$ cat src/include/ahp_pkg.sv
// ahp_pkg: constants and carrier types of the asynchronous host port block
// What this block does
// - style select low: shared write pin is write strobe, read pin read strobe.
// - strobe style read is read strobe low, write strobe high; device drives data.
// - strobe style write is write strobe low, read strobe high; host drives data.
// - style select high: write pin is read/write level, read pin is enable.
// - enable style: level high means read, low means write.
// - enable style: low enable starts both read and write cycles.
// - multiplexed bus: address taken from data bus at falling latch strobe.
// - one interrupt output gathers all enabled interrupt sources.
// - interrupt bit sets only when its source is active and enabled.
// - status bits and counters update whatever the interrupt enables hold.
// - monitoring sources set their interrupt bit on every status change.
// - reading the status register clears the status change interrupt bits.
// - status keeps tracking live condition; an already set bit stays set.
// - reading the interrupt register clears event and overflow interrupt bits.
// - error counter overflow raises its interrupt bit, subject to enable.
// - writing the snapshot all counters bit buffers every counter together.
// - writing a counter buffer's upper word buffers that counter alone.
// - host reads buffers, waiting three clocks after the buffering write.
package ahp_pkg;
    localparam int ADDR_W   = 11;
    localparam int DATA_W   = 16;
    localparam int NUM_STAT = 3;
    localparam int NUM_EVT  = 2;
    localparam int NUM_CNT  = 2;
    localparam int CNT_W    = 32;
    localparam int IRQ_W    = NUM_STAT + NUM_EVT + NUM_CNT;
    localparam int EVT_LSB  = NUM_STAT;
    localparam int OVF_LSB  = NUM_STAT + NUM_EVT;
    localparam int SNAP_BIT = 0;

    localparam logic [10:0] ADR_ACC_CFG  = 11'h001;
    localparam logic [10:0] ADR_STATUS   = 11'h010;
    localparam logic [10:0] ADR_IRQ      = 11'h011;
    localparam logic [10:0] ADR_IRQ_EN   = 11'h012;
    localparam logic [10:0] ADR_CNT_BASE = 11'h020;

    localparam logic [6:0]  IRQ_EN_RST   = 7'h00;
    localparam logic [2:0]  STAT_RST     = 3'h0;
    localparam logic [15:0] DATA_RST     = 16'h0000;
    localparam logic [10:0] ADDR_RST     = 11'h000;

    typedef struct packed {
        logic        chip_select_n;
        logic        host_style_select;
        logic        write_strobe_n;
        logic        read_strobe_n;
        logic        addr_latch;
        logic [10:0] addr;
        logic [15:0] data;
    } ahp_host_s;

    typedef struct packed {
        logic        signal_loss_state;
        logic        frame_loss_state;
        logic        out_of_frame_state;
    } ahp_stat_s;

    typedef struct packed {
        logic        rd_prev;
        logic        wr_prev;
        logic        ale_prev;
        logic        ale_seen;
        logic [10:0] lat_addr;
        logic [15:0] rdata;
        logic        oe;
        logic [2:0]  stat;
        logic [6:0]  irq_en;
        logic        irq;
    } ahp_top_s;
endpackage

$ cat src/rtl/ahp_err_counter.sv
// ahp_err_counter: wrapping error counter with read buffer and overflow pulse
`timescale 1ns/1ps
`default_nettype none
module ahp_err_counter #(
    parameter int W = 32
) (
    input  wire logic         clk_i,   // core clock
    input  wire logic         rst_n_i, // async reset, active low
    input  wire logic         inc_i,   // one error seen
    input  wire logic         cap_i,   // copy count into buffer
    output logic      [W-1:0] buf_o,   // buffered count
    output logic              ovf_o    // one-cycle overflow pulse
);
    typedef struct packed {
        logic [W-1:0] cnt;
        logic [W-1:0] snap;
        logic         ovf;
    } ahp_cnt_s;

    ahp_cnt_s st_ff;
    ahp_cnt_s nxt_st;

    if (W < 2) begin : g_chk
        $error("ahp_err_counter: W must be at least 2");
    end

    always_comb
    begin
        nxt_st     = st_ff;
        nxt_st.ovf = inc_i && (&st_ff.cnt);
        if (inc_i)
            nxt_st.cnt = st_ff.cnt + {{(W-1){1'b0}}, 1'b1};
        if (cap_i)
            nxt_st.snap = st_ff.cnt;
    end

    always_ff @(posedge clk_i or negedge rst_n_i)
    begin
        if (!rst_n_i)
            st_ff <= '0;
        else
            st_ff <= nxt_st;
    end

    assign buf_o = st_ff.snap;
    assign ovf_o = st_ff.ovf;
endmodule
`default_nettype wire

$ cat src/rtl/ahp_host_port.sv
// ahp_host_port: asynchronous host port with interrupts and buffered counters
`timescale 1ns/1ps
`default_nettype none
module ahp_host_port (
    input  wire logic                      clk_i,      // core clock, 25 MHz
    input  wire logic                      rst_n_i,    // async reset, active low
    input  wire ahp_pkg::ahp_host_s        host_i,     // host pins, clock-synchronous
    input  wire ahp_pkg::ahp_stat_s        stat_i,     // live monitoring conditions
    input  wire logic [ahp_pkg::NUM_EVT-1:0] event_i,  // event pulses
    input  wire logic [ahp_pkg::NUM_CNT-1:0] err_inc_i, // error counter increments
    output logic      [15:0]               data_o,     // read data to host
    output logic                           data_oe_o,  // high while driving data
    output logic                           irq_o       // interrupt, active high
);
    localparam int NS = ahp_pkg::NUM_STAT;
    localparam int NE = ahp_pkg::NUM_EVT;
    localparam int NC = ahp_pkg::NUM_CNT;
    localparam int IW = ahp_pkg::IRQ_W;
    localparam int CW = ahp_pkg::CNT_W;

    ahp_pkg::ahp_top_s st_ff;
    ahp_pkg::ahp_top_s nxt_st;

    logic          rd_act;
    logic          wr_act;
    logic          rd_start;
    logic          wr_start;
    logic          ale_fall;
    logic [10:0]   eff_addr;
    logic          snap_all;
    logic [IW-1:0] irq_set;
    logic [IW-1:0] irq_clr;
    logic [IW-1:0] irq_q;
    logic [NC-1:0] cnt_cap;
    logic [NC-1:0] cnt_ovf;
    logic [CW-1:0] cnt_buf [NC];
    logic [2:0]    stat_now;

    if (ahp_pkg::DATA_W != 16 || ahp_pkg::ADDR_W != 11 || CW != 2 * ahp_pkg::DATA_W) begin : g_chk
        $error("ahp_host_port: bus or counter widths unsupported");
    end

    assign stat_now = {stat_i.signal_loss_state,
                       stat_i.frame_loss_state,
                       stat_i.out_of_frame_state};

    // cycle decode for both host styles
    always_comb
    begin
        if (host_i.host_style_select)
        begin
            // enable style: read pin is the enable, write pin the direction
            rd_act = !host_i.chip_select_n && !host_i.read_strobe_n
                     && host_i.write_strobe_n;
            wr_act = !host_i.chip_select_n && !host_i.read_strobe_n
                     && !host_i.write_strobe_n;
        end
        else
        begin
            rd_act = !host_i.chip_select_n && !host_i.read_strobe_n
                     && host_i.write_strobe_n;
            wr_act = !host_i.chip_select_n && !host_i.write_strobe_n
                     && host_i.read_strobe_n;
        end
    end

    assign rd_start = rd_act && !st_ff.rd_prev;
    assign wr_start = wr_act && !st_ff.wr_prev;
    assign ale_fall = st_ff.ale_prev && !host_i.addr_latch;

    // once a latch edge is seen the bus is taken as multiplexed;
    // with the strobe tied high the address pins pass straight through
    always_comb
    begin
        if (ale_fall)
            eff_addr = host_i.data[10:0];
        else if (st_ff.ale_seen)
            eff_addr = st_ff.lat_addr;
        else
            eff_addr = host_i.addr;
    end

    assign snap_all = wr_start && (eff_addr == ahp_pkg::ADR_ACC_CFG)
                      && host_i.data[ahp_pkg::SNAP_BIT];

    // sources are gated by their enable before they reach the sticky bits
    always_comb
    begin
        irq_set = '0;
        irq_set[NS-1:0] = (stat_now ^ st_ff.stat);
        irq_set[ahp_pkg::EVT_LSB +: NE] = event_i;
        irq_set[ahp_pkg::OVF_LSB +: NC] = cnt_ovf;
        irq_set = irq_set & st_ff.irq_en;
        irq_clr = '0;
        if (rd_start && eff_addr == ahp_pkg::ADR_STATUS)
            irq_clr[NS-1:0] = '1;
        if (rd_start && eff_addr == ahp_pkg::ADR_IRQ)
            irq_clr[IW-1:NS] = '1;
    end

    ahp_irq_reg #(
        .W(IW)
    ) u_irq (
        .clk_i  (clk_i),
        .rst_n_i(rst_n_i),
        .set_i  (irq_set),
        .clr_i  (irq_clr),
        .q_o    (irq_q)
    );

    for (genvar i = 0; i < NC; i++) begin : g_cnt
        assign cnt_cap[i] = snap_all || (wr_start
            && eff_addr == ahp_pkg::ADR_CNT_BASE + 11'(2 * i + 1));
        ahp_err_counter #(
            .W(CW)
        ) u_cnt (
            .clk_i  (clk_i),
            .rst_n_i(rst_n_i),
            .inc_i  (err_inc_i[i]),
            .cap_i  (cnt_cap[i]),
            .buf_o  (cnt_buf[i]),
            .ovf_o  (cnt_ovf[i])
        );
    end

    always_comb
    begin
        logic [15:0] rd_val;
        rd_val = '0;
        unique case (eff_addr)
            ahp_pkg::ADR_STATUS: rd_val = {13'h0000, st_ff.stat};
            ahp_pkg::ADR_IRQ:    rd_val = {9'h000, irq_q};
            ahp_pkg::ADR_IRQ_EN: rd_val = {9'h000, st_ff.irq_en};
            default:             rd_val = '0;
        endcase
        for (int k = 0; k < NC; k++)
        begin
            if (eff_addr == ahp_pkg::ADR_CNT_BASE + 11'(2 * k))
                rd_val = cnt_buf[k][15:0];
            if (eff_addr == ahp_pkg::ADR_CNT_BASE + 11'(2 * k + 1))
                rd_val = cnt_buf[k][31:16];
        end

        nxt_st          = st_ff;
        nxt_st.rd_prev  = rd_act;
        nxt_st.wr_prev  = wr_act;
        nxt_st.ale_prev = host_i.addr_latch;
        if (ale_fall)
        begin
            nxt_st.ale_seen = 1'b1;
            nxt_st.lat_addr = host_i.data[10:0];
        end
        nxt_st.stat = stat_now;
        // data held for the whole read so a slow host sees it settled
        if (rd_start)
            nxt_st.rdata = rd_val;
        nxt_st.oe = rd_act;
        if (wr_start && eff_addr == ahp_pkg::ADR_IRQ_EN)
            nxt_st.irq_en = host_i.data[IW-1:0];
        nxt_st.irq = |(irq_q & st_ff.irq_en);
    end

    always_ff @(posedge clk_i or negedge rst_n_i)
    begin
        if (!rst_n_i)
        begin
            st_ff          <= '0;
            st_ff.ale_prev <= 1'b1;
            st_ff.lat_addr <= ahp_pkg::ADDR_RST;
            st_ff.rdata    <= ahp_pkg::DATA_RST;
            st_ff.stat     <= ahp_pkg::STAT_RST;
            st_ff.irq_en   <= ahp_pkg::IRQ_EN_RST;
        end
        else
        begin
            st_ff <= nxt_st;
        end
    end

    assign data_o    = st_ff.rdata;
    assign data_oe_o = st_ff.oe;
    assign irq_o     = st_ff.irq;
endmodule
`default_nettype wire

$ cat src/rtl/ahp_irq_reg.sv
// ahp_irq_reg: sticky interrupt bits, set wins over clear
`timescale 1ns/1ps
`default_nettype none
module ahp_irq_reg #(
    parameter int W = 7
) (
    input  wire logic         clk_i,   // core clock
    input  wire logic         rst_n_i, // async reset, active low
    input  wire logic [W-1:0] set_i,   // enabled source hits
    input  wire logic [W-1:0] clr_i,   // clear-on-read pulses
    output logic      [W-1:0] q_o      // sticky bits
);
    typedef struct packed {
        logic [W-1:0] bits;
    } ahp_irqr_s;

    ahp_irqr_s st_ff;
    ahp_irqr_s nxt_st;

    if (W < 1) begin : g_chk
        $error("ahp_irq_reg: W must be at least 1");
    end

    always_comb
    begin
        nxt_st      = st_ff;
        // an event in the clearing cycle survives
        nxt_st.bits = (st_ff.bits & ~clr_i) | set_i;
    end

    always_ff @(posedge clk_i or negedge rst_n_i)
    begin
        if (!rst_n_i)
            st_ff <= '0;
        else
            st_ff <= nxt_st;
    end

    assign q_o = st_ff.bits;
endmodule
`default_nettype wire
$ cat config.mk
export PLATFORM = sky130hd
export DESIGN_NAME = ahp_host_port
export DESIGN_NICKNAME = d
export VERILOG_FILES = /design/src/include/ahp_pkg.sv /design/src/rtl/ahp_err_counter.sv /design/src/rtl/ahp_host_port.sv /design/src/rtl/ahp_irq_reg.sv
export SDC_FILE = /design/constraint.sdc
export NUM_CORES = 1
export LEC_CHECK = 0
export BUFFER_PORTS_ARGS = -buffer_cell sky130_fd_sc_hd__buf_2
export CAP_MARGIN = 20
export CELL_PAD_IN_SITES_DETAIL_PLACEMENT = 1
export CELL_PAD_IN_SITES_GLOBAL_PLACEMENT = 2
export CORE_MARGIN = 2
export CORE_UTILIZATION = 35
export DETAILED_ROUTE_END_ITERATION = 8
export GPL_ROUTABILITY_DRIVEN = 0
export PLACE_DENSITY_LB_ADDON = 0.1
export SLEW_MARGIN = 20
export SYNTH_ARGS = -nofsm -noshare
export SYNTH_HDL_FRONTEND = slang
export SYNTH_HIERARCHICAL = 1
export SYNTH_SLANG_ARGS = --single-unit
$ cat constraint.sdc
create_clock -name clk_i -period 3.2 [get_ports clk_i]
set_input_delay 0.64 -clock clk_i [delete_from_list [all_inputs] [get_ports clk_i]]
set_output_delay 0.64 -clock clk_i [all_outputs]
set_load 0.02 [all_outputs]
==> results of run 1 <==
==> cell families after synthesis <==
family	after synthesis
simple gates	222
flops	179
buf+inv	130
compound gates	112
mux	82
xor+xnor	66
fa+ha+maj	2
==> flip-flops by register name, indices dropped and copies added, names as in the netlist <==
| signal | cells |
|---|---|
| g_cnt.u_cnt/buf_o | 64 |
| irq_o | 1 |
| g_cnt.u_cnt/st_ff | 64 |
| data_oe_o | 1 |
| st_ff | 24 |
| u_irq/q_o | 7 |
| g_cnt.u_cnt/ovf_o | 2 |
| data_o | 16 |
==> worst max-delay path, cell delays in order (launching register included) <==
cell and delay, ps:
dfrtp_1 650, nor3_1 180, o211ai_1 410, nand2_1 170, buf_4 200, and3_1 290, a22o_2 320, a211oi_1 310
o21ai_1 120
==> routing by layer <==
layer / GRT usage / vias to the layer above / share of wire
li1: - / 2674 / -
met1: 0.231 / 2881 / 0.47
met2: 0.293 / 81 / 0.50
met3: 0.0310 / 16 / 0.026
met4: 0.0438 / 0 / 0.011
met5: 0 / - / 0
==> worst max-delay path by stage <==
stage,from,end,cells past startpoint
global placement,host_i[27],data_o[9],8
global route,st_ff[39],data_o[4],8
detailed placement,host_i[27],data_o[4],8
finish,st_ff[39],data_o[8],8
CTS,st_ff[39],data_o[9],8
floorplan,host_i[27],g_cnt[0].u_cnt/buf_o[0],9
==> synthesized netlist by cell type (8+ instances only) <==
library cell	count	area (µm²)
xnor2_1	55	482
o21ai_0	27	135
nand2_1	76	285
dfrtp_1	178	4450
nand4_1	30	188
mux2_2	72	811
buf_2	9	45.0
nor2_1	20	75.1
nor3_1	15	75.1
a21oi_1	10	50.1
nand3_1	33	165
and3_1	9	56.3
xor2_1	11	96.3
a22oi_1	10	75.1
buf_4	81	608
inv_1	17	63.8
a211oi_1	14	105
clkbuf_1	8	30.0
a21o_1	8	60.1
o21ai_1	11	55.1
==> final cells by class <==
cell class	count	area share
timing repair buffer	74	0.0485
multi-input combinational	484	0.369
inverter	18	0.00702
clock inverter	13	0.0207
sequential	179	0.465
clock buffer	19	0.0460
tap	330	0.0429
==> power groups by stage <==
stage               Sequential, mW  Clock, mW  Combinational (mW)
CTS                           2.58       2.36               0.507
detailed placement            2.62          0               0.504
global placement              2.62          0               0.484
finish                        2.58       2.30               0.496
global route                  2.60       2.48               0.558
floorplan                     2.56          0               0.342
==> flow_metrics.env, run 1 <==
export IMPL_setup_viol=0
export IMPL_synthSimpleGateAreaFrac=0.139
export IMPL_gr_total_overflow=0
export IMPL_drc_errors=0
export IMPL_fillCellCount=2713
export IMPL_place_hpwl_um=16000
export IMPL_clock_latency_ps=430
export IMPL_hp_class="in -> async"
export IMPL_status="finished clean"
export IMPL_ys_types=65
export IMPL_synth_warnings=6
export IMPL_p_per_area_nw_per_um2=558
export IMPL_synth_compound_area_frac=0.0875
export IMPL_final_area_um2=9630
export IMPL_total_power_mw=5.37
export IMPL_grt_usage=0.174
export IMPL_worstMarginPinSlew_ps=771
export IMPL_die_area_um2=26700
export IMPL_antenna_found_initial=0
export IMPL_fin_util=0.384
export IMPL_dr_total_vias=5652
export IMPL_final_cell_mix="dfrtp_1 (178), nand2_1 (76), mux2_2 (72), xnor2_1 (55), buf_2 (52)"
export IMPL_cts_resized=0
export IMPL_mostFrequentLayoutCell="dfrtp_1"
export IMPL_synth_edf_count=0
export IMPL_multiInputGateArea_um2=3560
export IMPL_dpl_worst_slack_ps=172
export IMPL_drv_slew=0
export IMPL_fin_crit_sh=0.871
export IMPL_ff2ff_path_depth=8
export IMPL_synthArstFlopShare=1.00
export IMPL_pwr_share_clk=0.428
export IMPL_syn_area_per_cell_um2=11.2
export IMPL_synthesis_area_um2=8880
export IMPL_die_height_um=163
export IMPL_drive_gt1_frac=0.262
export IMPL_worstPathRequired_ps=3500
export IMPL_initial_core_util=0.355
export IMPL_diodes=0
export IMPL_yosysSeqAreaShare=0.505
export IMPL_io_pins=59
export IMPL_whs_ps=183
export IMPL_seqPwrFrac=0.479
export IMPL_syn_to_final_growth_pct=8.44
export IMPL_r2r_start="st_ff[39]"
export IMPL_switching_share=0.262
export IMPL_die_w_um=163
export IMPL_setup_slack_ps=412
export IMPL_synth_xor_area_share=0.0651
export IMPL_net_switching_power_mw=1.41
export IMPL_finalWirelength_um=21700
export IMPL_synth_main_ff_cell="dfrtp_1"
export IMPL_ff2ff_setup_slack_ps=410
export IMPL_tns_ps=0
export IMPL_rows=58
export IMPL_syn_nets=836
export IMPL_ctsRootBufferMaster="clkbuf_16"
export IMPL_cts_hold_fix_buffers=0
export IMPL_rsz0062_at_grt="no"
export IMPL_post_drt_wl_per_cell_um=19.5
export IMPL_routed_via_density=5.06
export IMPL_grt_max_degree=62
export IMPL_p_int_mw=3.97
export IMPL_max_cap_violations=0
export IMPL_clockBufferDepth=2
export IMPL_skew_ps=10.6
export IMPL_combPwrFrac=0.092
export IMPL_coreArea_um2=25000
export IMPL_synth_fa_ha_area_frac=0.00282
export IMPL_hold_viol_final=0
export IMPL_firstDrtPassIters=4
export IMPL_io_buffers=53
export IMPL_reg2reg_to="data_o[8]"
export IMPL_dp_cells=1085
export IMPL_seq_area_um2=4480
export IMPL_leakage_nw=4.44
export IMPL_cts_buffers=17
export IMPL_placed_cell_area_um2=8980
export IMPL_stdcell_count=1117
export IMPL_post_route_min_period_ps=2790
export IMPL_fin_nets=817
export IMPL_crit_path_start_kind="flip-flop"
export IMPL_h_tree_depth=4
export IMPL_synth_mux_area_frac=0.104
export IMPL_antenna_left=0
export IMPL_grt_pass1_vias=6124
export IMPL_cts_sinks=179
export IMPL_cts_tree="built"
export IMPL_postCtsSetupBuffers=0
export IMPL_ys_ff_latch=179
export IMPL_cp_arrival_ps=3090
export IMPL_ir_drop_mv=0.300
export IMPL_clk_pin_slew_ps=70
export IMPL_maxSlewHeadroom=0.486
export IMPL_endpoint_kind="flip-flop"
export IMPL_drt_iter0_drc=246
export IMPL_synth_top_family_by_area="simple AND/OR/NAND/NOR gates"
export IMPL_fmax_ghz=0.359
export IMPL_critPathMaxFanout=11
export IMPL_crit_type="reg -> reg"
export IMPL_grt_first_pass_wirelength_um=35200
export IMPL_syn_inst=793
No activity file was read; power rests on OpenSTA's default activity.
==> run 2: changes to the inputs <==
--- a/config.mk
+++ b/config.mk
@@ -17,5 +17,4 @@
 export SLEW_MARGIN = 20
 export SYNTH_ARGS = -nofsm -noshare
 export SYNTH_HDL_FRONTEND = slang
-export SYNTH_HIERARCHICAL = 1
 export SYNTH_SLANG_ARGS = --single-unit
==> run 2 against run 1 <==
Critical endpoint is now data_o[5]; routed wire length shrank 2.8%; combinational power grew 18%; cell area shrank 2.8%; global-route usage grew 0.98 points; critical path depth shrank 1; highest routed layer unchanged; largest power group unchanged.
==> flow_metrics.env, run 2 <==
export IMPL_status="finished clean"
export IMPL_final_area_um2=9360
export IMPL_clock_latency_ps=430
export IMPL_yosysTopAreaCell="dfrtp_1"
export IMPL_switching_share=0.278
export IMPL_p_per_area_nw_per_um2=555
export IMPL_grt_pass1_vias=6042
export IMPL_drt_iter0_drc=224
export IMPL_cp_top_family="simple AND/OR/NAND/NOR gates"
export IMPL_worstPathRequired_ps=3490
export IMPL_final_cell_mix="dfrtp_1 (178), nand2_1 (86), mux2_2 (70), buf_2 (52), xnor2_1 (51)"
export IMPL_p_int_mw=3.75
export IMPL_ys_top_cells_by_count="dfrtp_1 (178), nand2_1 (86), mux2_2 (70)"
export IMPL_postCtsSetupBuffers=0
export IMPL_synth_warnings=0
export IMPL_worst_path_buf_inv=1
export IMPL_met3_length_um=439
export IMPL_diodes=0
export IMPL_routed_via_density=5.12
export IMPL_fmax_ghz=0.363
export IMPL_synth_top_area_frac=0.546
export IMPL_crit_chain="nor4b_2, a221oi_1, or4b_4, or2_0, buf_4, o22ai_1, a31oi_1"
export IMPL_multiInputGateArea_um2=3380
export IMPL_clockBufferDepth=2
export IMPL_max_cap_violations=0
export IMPL_initial_core_util=0.358
export IMPL_place_hpwl_um=15500
export IMPL_met1_length_um=10700
export IMPL_cts_hold_fix_buffers=0
export IMPL_tns_ps=0
export IMPL_h_tree_depth=4
export IMPL_synthesis_area_um2=8160
export IMPL_pwr_share_clk=0.393
export IMPL_ctsRootBufferMaster="clkbuf_16"
export IMPL_die_area_um2=24600
export IMPL_syn_inst=720
export IMPL_dpl_worst_slack_ps=234
export IMPL_fillCellCount=2477
export IMPL_hp_class="in -> async"
export IMPL_endpoint_kind="flip-flop"
export IMPL_setup_slack_ps=446
export IMPL_syn_area_per_cell_um2=11.3
export IMPL_cts_resized=0
export IMPL_synth_main_ff_cell="dfrtp_1"
export IMPL_grt_first_pass_wirelength_um=34500
export IMPL_cts_tree="built"
export IMPL_cts_sinks=179
export IMPL_rows=55
export IMPL_drv_slew=0
export IMPL_grt_usage=0.183
export IMPL_mostFrequentLayoutCell="dfrtp_1"
export IMPL_antenna_left=0
export IMPL_ys_ff_latch=179
export IMPL_io_pins=59
export IMPL_gr_total_overflow=0
export IMPL_highest_layer="met4"
export IMPL_max_stage_delay_ps=590
export IMPL_grt_max_degree=91
export IMPL_combPwrFrac=0.112
export IMPL_dr_total_vias=5626
export IMPL_ys_types=59
export IMPL_seqPwrFrac=0.495
export IMPL_slowest_stage="dfrtp_1"
export IMPL_hold_viol_final=0
export IMPL_seq_area_um2=4480
export IMPL_skew_ps=10.9
export IMPL_maxSlewHeadroom=0.616
export IMPL_yosysMostFrequentCell="dfrtp_1"
export IMPL_ir_drop_mv=0.252
export IMPL_placed_cell_area_um2=8800
export IMPL_fin_crit_sh=0.861
export IMPL_synth_edf_count=0
export IMPL_post_drt_wl_per_cell_um=19.2
export IMPL_cp_arrival_ps=3040
export IMPL_synthArstFlopShare=1.00
export IMPL_crit_type="reg -> reg"
export IMPL_total_power_mw=5.20
export IMPL_rsz0062_at_grt="no"
export IMPL_synth_area_leaders="dfrtp_1 (55%), mux2_2 (9.7%), xnor2_1 (5.5%)"
export IMPL_firstDrtPassIters=4
export IMPL_crit_path_start_kind="flip-flop"
export IMPL_wl_met2_um=9890
export IMPL_post_route_min_period_ps=2750
export IMPL_die_w_um=157
export IMPL_die_height_um=157
export IMPL_finalWirelength_um=21100
export IMPL_setup_viol=0
export IMPL_worstMarginPinSlew_ps=571
export IMPL_antenna_found_initial=0
export IMPL_yosysSeqAreaShare=0.549
export IMPL_leakage_nw=4.36
export IMPL_drc_errors=0
export IMPL_io_buffers=53
export IMPL_syn_nets=763
export IMPL_cts_buffers=17
export IMPL_coreArea_um2=22800
export IMPL_syn_to_final_growth_pct=14.7
export IMPL_drive_gt1_frac=0.245
export IMPL_clk_pin_slew_ps=70
export IMPL_critPathMaxFanout=11
export IMPL_net_switching_power_mw=1.45
export IMPL_fin_nets=816
==> run 2: final timing paths <==
kind,from,to,slack [ps],cells after the start
min,rst_n_i,st_ff[36],130,1
min in group clk_i,host_i[27],st_ff[40],340,1
max reg2reg,st_ff[39],data_o[5],450,7
max,st_ff[39],data_o[5],450,7
max in group asynchronous,rst_n_i,data_o[4],2140,2
min reg2reg,data_o[11],data_o[11],480,2
==> run 2: cell type report <==
| cell class | count | share of cell area |
|---|---|---|
| repair buffers | 82 | 0.0536 |
| clock inverters | 12 | 0.0128 |
| flip-flops and latches | 179 | 0.479 |
| inverters | 12 | 0.00481 |
| well taps | 313 | 0.0418 |
| clock buffers | 19 | 0.0473 |
| multi-input cells | 481 | 0.361 |
==> run 2: kinds of logic (layout without fill, tap and decap cells) <==
| kind of cell | Yosys count | in the layout | share of synthesized area |
|---|---|---|---|
| buffers and inverters | 60 | 125 | 0.0374 |
| adders and majority gates | 2 | 2 | 0.00307 |
| muxes | 82 | 82 | 0.112 |
| xor gates and xnor gates | 66 | 66 | 0.0708 |
| DFF | 179 | 179 | 0.549 |
| and+or+nand+nor | 239 | 239 | 0.150 |
| AOI/OAI and AO/OA | 92 | 92 | 0.0776 |
==> run 2: power groups by stage <==
stage               logic [mW]  registers [mW]  clock network, mW
CTS                      0.596            2.57               2.10
floorplan                0.376            2.55                  0
global route             0.654            2.60               2.20
finish                   0.584            2.57               2.04
global placement         0.565            2.60                  0
detailed placement       0.594            2.61                  0
==> run 2: worst register-to-register path, cell delays in order, from the launching register on <==
cell and delay [ps]:
dfrtp_1 590, nor4b_2 330, a221oi_1 190, or4b_4 560, or2_0 270, buf_4 180, o22ai_1 350, a31oi_1 140
==> run 2: layer usage <==
metal / GRT usage / up-vias
met1: 0.262 / 2921
met4: 0.0424 / 0
met3: 0.0285 / 8
li1: - / 2654
met2: 0.293 / 43
met5: 0 / -
==> run 2: per-stage QoR <==
step                      utilization  hold WS, ps  cells
final                           0.411          134   1098
after global routing            0.411          156   1098
after CTS                       0.411          156   1098
after detailed placement        0.386          472   1067
after global placement          0.386          452   1067
after floorplan                     -          344    720
==> run 3: changes to the inputs <==
==> constraint.sdc (replaced) <==
create_clock -name clk_i -period 3.2 [get_ports clk_i]
set_input_delay 0 -clock clk_i [delete_from_list [all_inputs] [get_ports clk_i]]
set_output_delay 0 -clock clk_i [all_outputs]
set_load 0.02 [all_outputs]
==> run 3 against run 2 <==
First-iteration DRC count up 15%; cell count up 1.5%; combinational power up 3%; flip-flop and latch count unchanged; register-to-register slack worse by 60 ps; non-clock buffer count up 15; clock skew up 1.4 ps; sequential share of layout area down 1.1 points; critical path depth down 1; maximum frequency down 2.1%; clock-buffer cell count up 1.
==> flow_metrics.env, run 3 (synthesized netlist as in run 2, its figures left out) <==
export IMPL_grt_usage=0.192
export IMPL_whs_ps=179
export IMPL_crit_type="reg -> reg"
export IMPL_p_int_mw=3.85
export IMPL_antenna_found_initial=0
export IMPL_crit_path_start_kind="flip-flop"
export IMPL_post_drt_wl_per_cell_um=19.7
export IMPL_highest_layer="met4"
export IMPL_maxSlewHeadroom=0.423
export IMPL_endpoint_kind="flip-flop"
export IMPL_pwr_share_clk=0.403
export IMPL_dp_cells=1058
export IMPL_seqPwrFrac=0.483
export IMPL_initial_core_util=0.358
export IMPL_ctsRootBufferMaster="clkbuf_16"
export IMPL_post_route_min_period_ps=2810
export IMPL_cts_tree="built"
export IMPL_fin_crit_sh=0.879
export IMPL_cts_resized=0
export IMPL_combPwrFrac=0.113
export IMPL_die_w_um=157
export IMPL_routed_via_density=5.19
export IMPL_diodes=0
export IMPL_critPathMaxFanout=14
export IMPL_dpl_worst_slack_ps=439
export IMPL_finalWirelength_um=22000
export IMPL_grt_pass1_vias=6245
export IMPL_stdcell_count=1114
export IMPL_coreArea_um2=22800
export IMPL_antenna_left=0
export IMPL_fin_nets=831
export IMPL_cts_sinks=179
export IMPL_worstMarginPinSlew_ps=866
export IMPL_h_tree_depth=4
export IMPL_clockBufferDepth=2
export IMPL_mostFrequentLayoutCell="dfrtp_1"
export IMPL_die_height_um=157
export IMPL_syn_to_final_growth_pct=17.5
export IMPL_grt_max_degree=89
export IMPL_leakage_nw=4.45
export IMPL_wl_met2_um=10300
export IMPL_die_area_um2=24600
export IMPL_fillCellCount=2469
export IMPL_tns_ps=0
export IMPL_net_switching_power_mw=1.47
export IMPL_drive_gt1_frac=0.228
export IMPL_dr_total_vias=5780
export IMPL_switching_share=0.277
export IMPL_firstDrtPassIters=4
export IMPL_rows=55
export IMPL_io_pins=59
export IMPL_setup_slack_ps=386
export IMPL_fmax_ghz=0.355
export IMPL_clk_pin_slew_ps=70
export IMPL_status="finished clean"
export IMPL_max_cap_violations=0
export IMPL_drt_iter0_drc=257
export IMPL_setup_viol=0
export IMPL_cp_arrival_ps=3120
export IMPL_drv_slew=0
export IMPL_p_per_area_nw_per_um2=555
export IMPL_met1_length_um=10700
export IMPL_ir_drop_mv=0.253
export IMPL_drc_errors=0
export IMPL_gr_total_overflow=0
export IMPL_worstPathRequired_ps=3500
export IMPL_io_buffers=53
export IMPL_hp_class="in -> async"
export IMPL_hold_viol_final=0
export IMPL_grt_first_pass_wirelength_um=35900
export IMPL_clock_latency_ps=440
export IMPL_cts_buffers=17
export IMPL_place_hpwl_um=15500
export IMPL_met3_length_um=625
export IMPL_skew_ps=12.3
export IMPL_final_cell_mix="dfrtp_1 (178), nand2_1 (86), mux2_2 (70), buf_2 (52), xnor2_1 (51)"
export IMPL_rsz0062_at_grt="no"
run 3: through the flow:
step                power (mW)  area [µm²]   util
detailed placement        3.20        8750  0.384
finish                    5.32        9590  0.421
global placement          3.17        8750  0.384
CTS                       5.39        9590  0.421
global route              5.57        9590  0.421
floorplan                 2.93        8160      -
run 3: timing repair:
item                       in CTS  in global routing
hold endpoints to repair      121                  0
setup buffers                   0                  0
setup endpoints to repair       0                  0
hold buffers                   24                  0
run 3: final cells by class:
type                    instances  area (µm²)  share of cell area
flip-flops and latches        179        4480               0.467
multi-input cells             481        3380               0.352
repair buffers                 97         699              0.0730
clock buffers                  20         447              0.0466
well taps                     313         392              0.0409
clock inverters                12         145              0.0151
inverters                      12        45.0             0.00470
run 3: routing by layer:
| layer | track usage | vias to the layer above |
|---|---|---|
| met5 | 0 | - |
| met2 | 0.307 | 76 |
| li1 | - | 2688 |
| met4 | 0.0463 | 0 |
| met3 | 0.0379 | 20 |
| met1 | 0.268 | 2996 |
run 3: critical path, cell delays in order, from the launching register on:
cell	delay (ps)
dfrtp_1	610
nor4b_2	350
a221oi_1	210
or4b_4	670
or2_0	370
o22ai_1	350
a31oi_1	130
run 3: path summary, 6_finish.rpt:
kind | startpoint | endpoint | slack (ps) | cells after the start
setup / recovery | st_ff[39] | data_o[5] | 390 | 6
hold / removal | rst_n_i | st_ff[34] | 180 | 2
setup reg to reg | st_ff[39] | data_o[5] | 390 | 6
hold reg to reg | st_ff[33] | st_ff[33] | 480 | 2
max in group asynchronous | rst_n_i | data_o[12] | 2040 | 3
min in group clk_i | stat_i[1] | st_ff[9] | 220 | 2
run 3: power groups by stage:
stage               combinational, mW  clock [mW]  sequential [mW]
global route                    0.679        2.30             2.60
floorplan                       0.376           0             2.55
CTS                             0.613        2.21             2.57
global placement                0.565           0             2.60
finish                          0.603        2.15             2.57
detailed placement              0.588           0             2.61
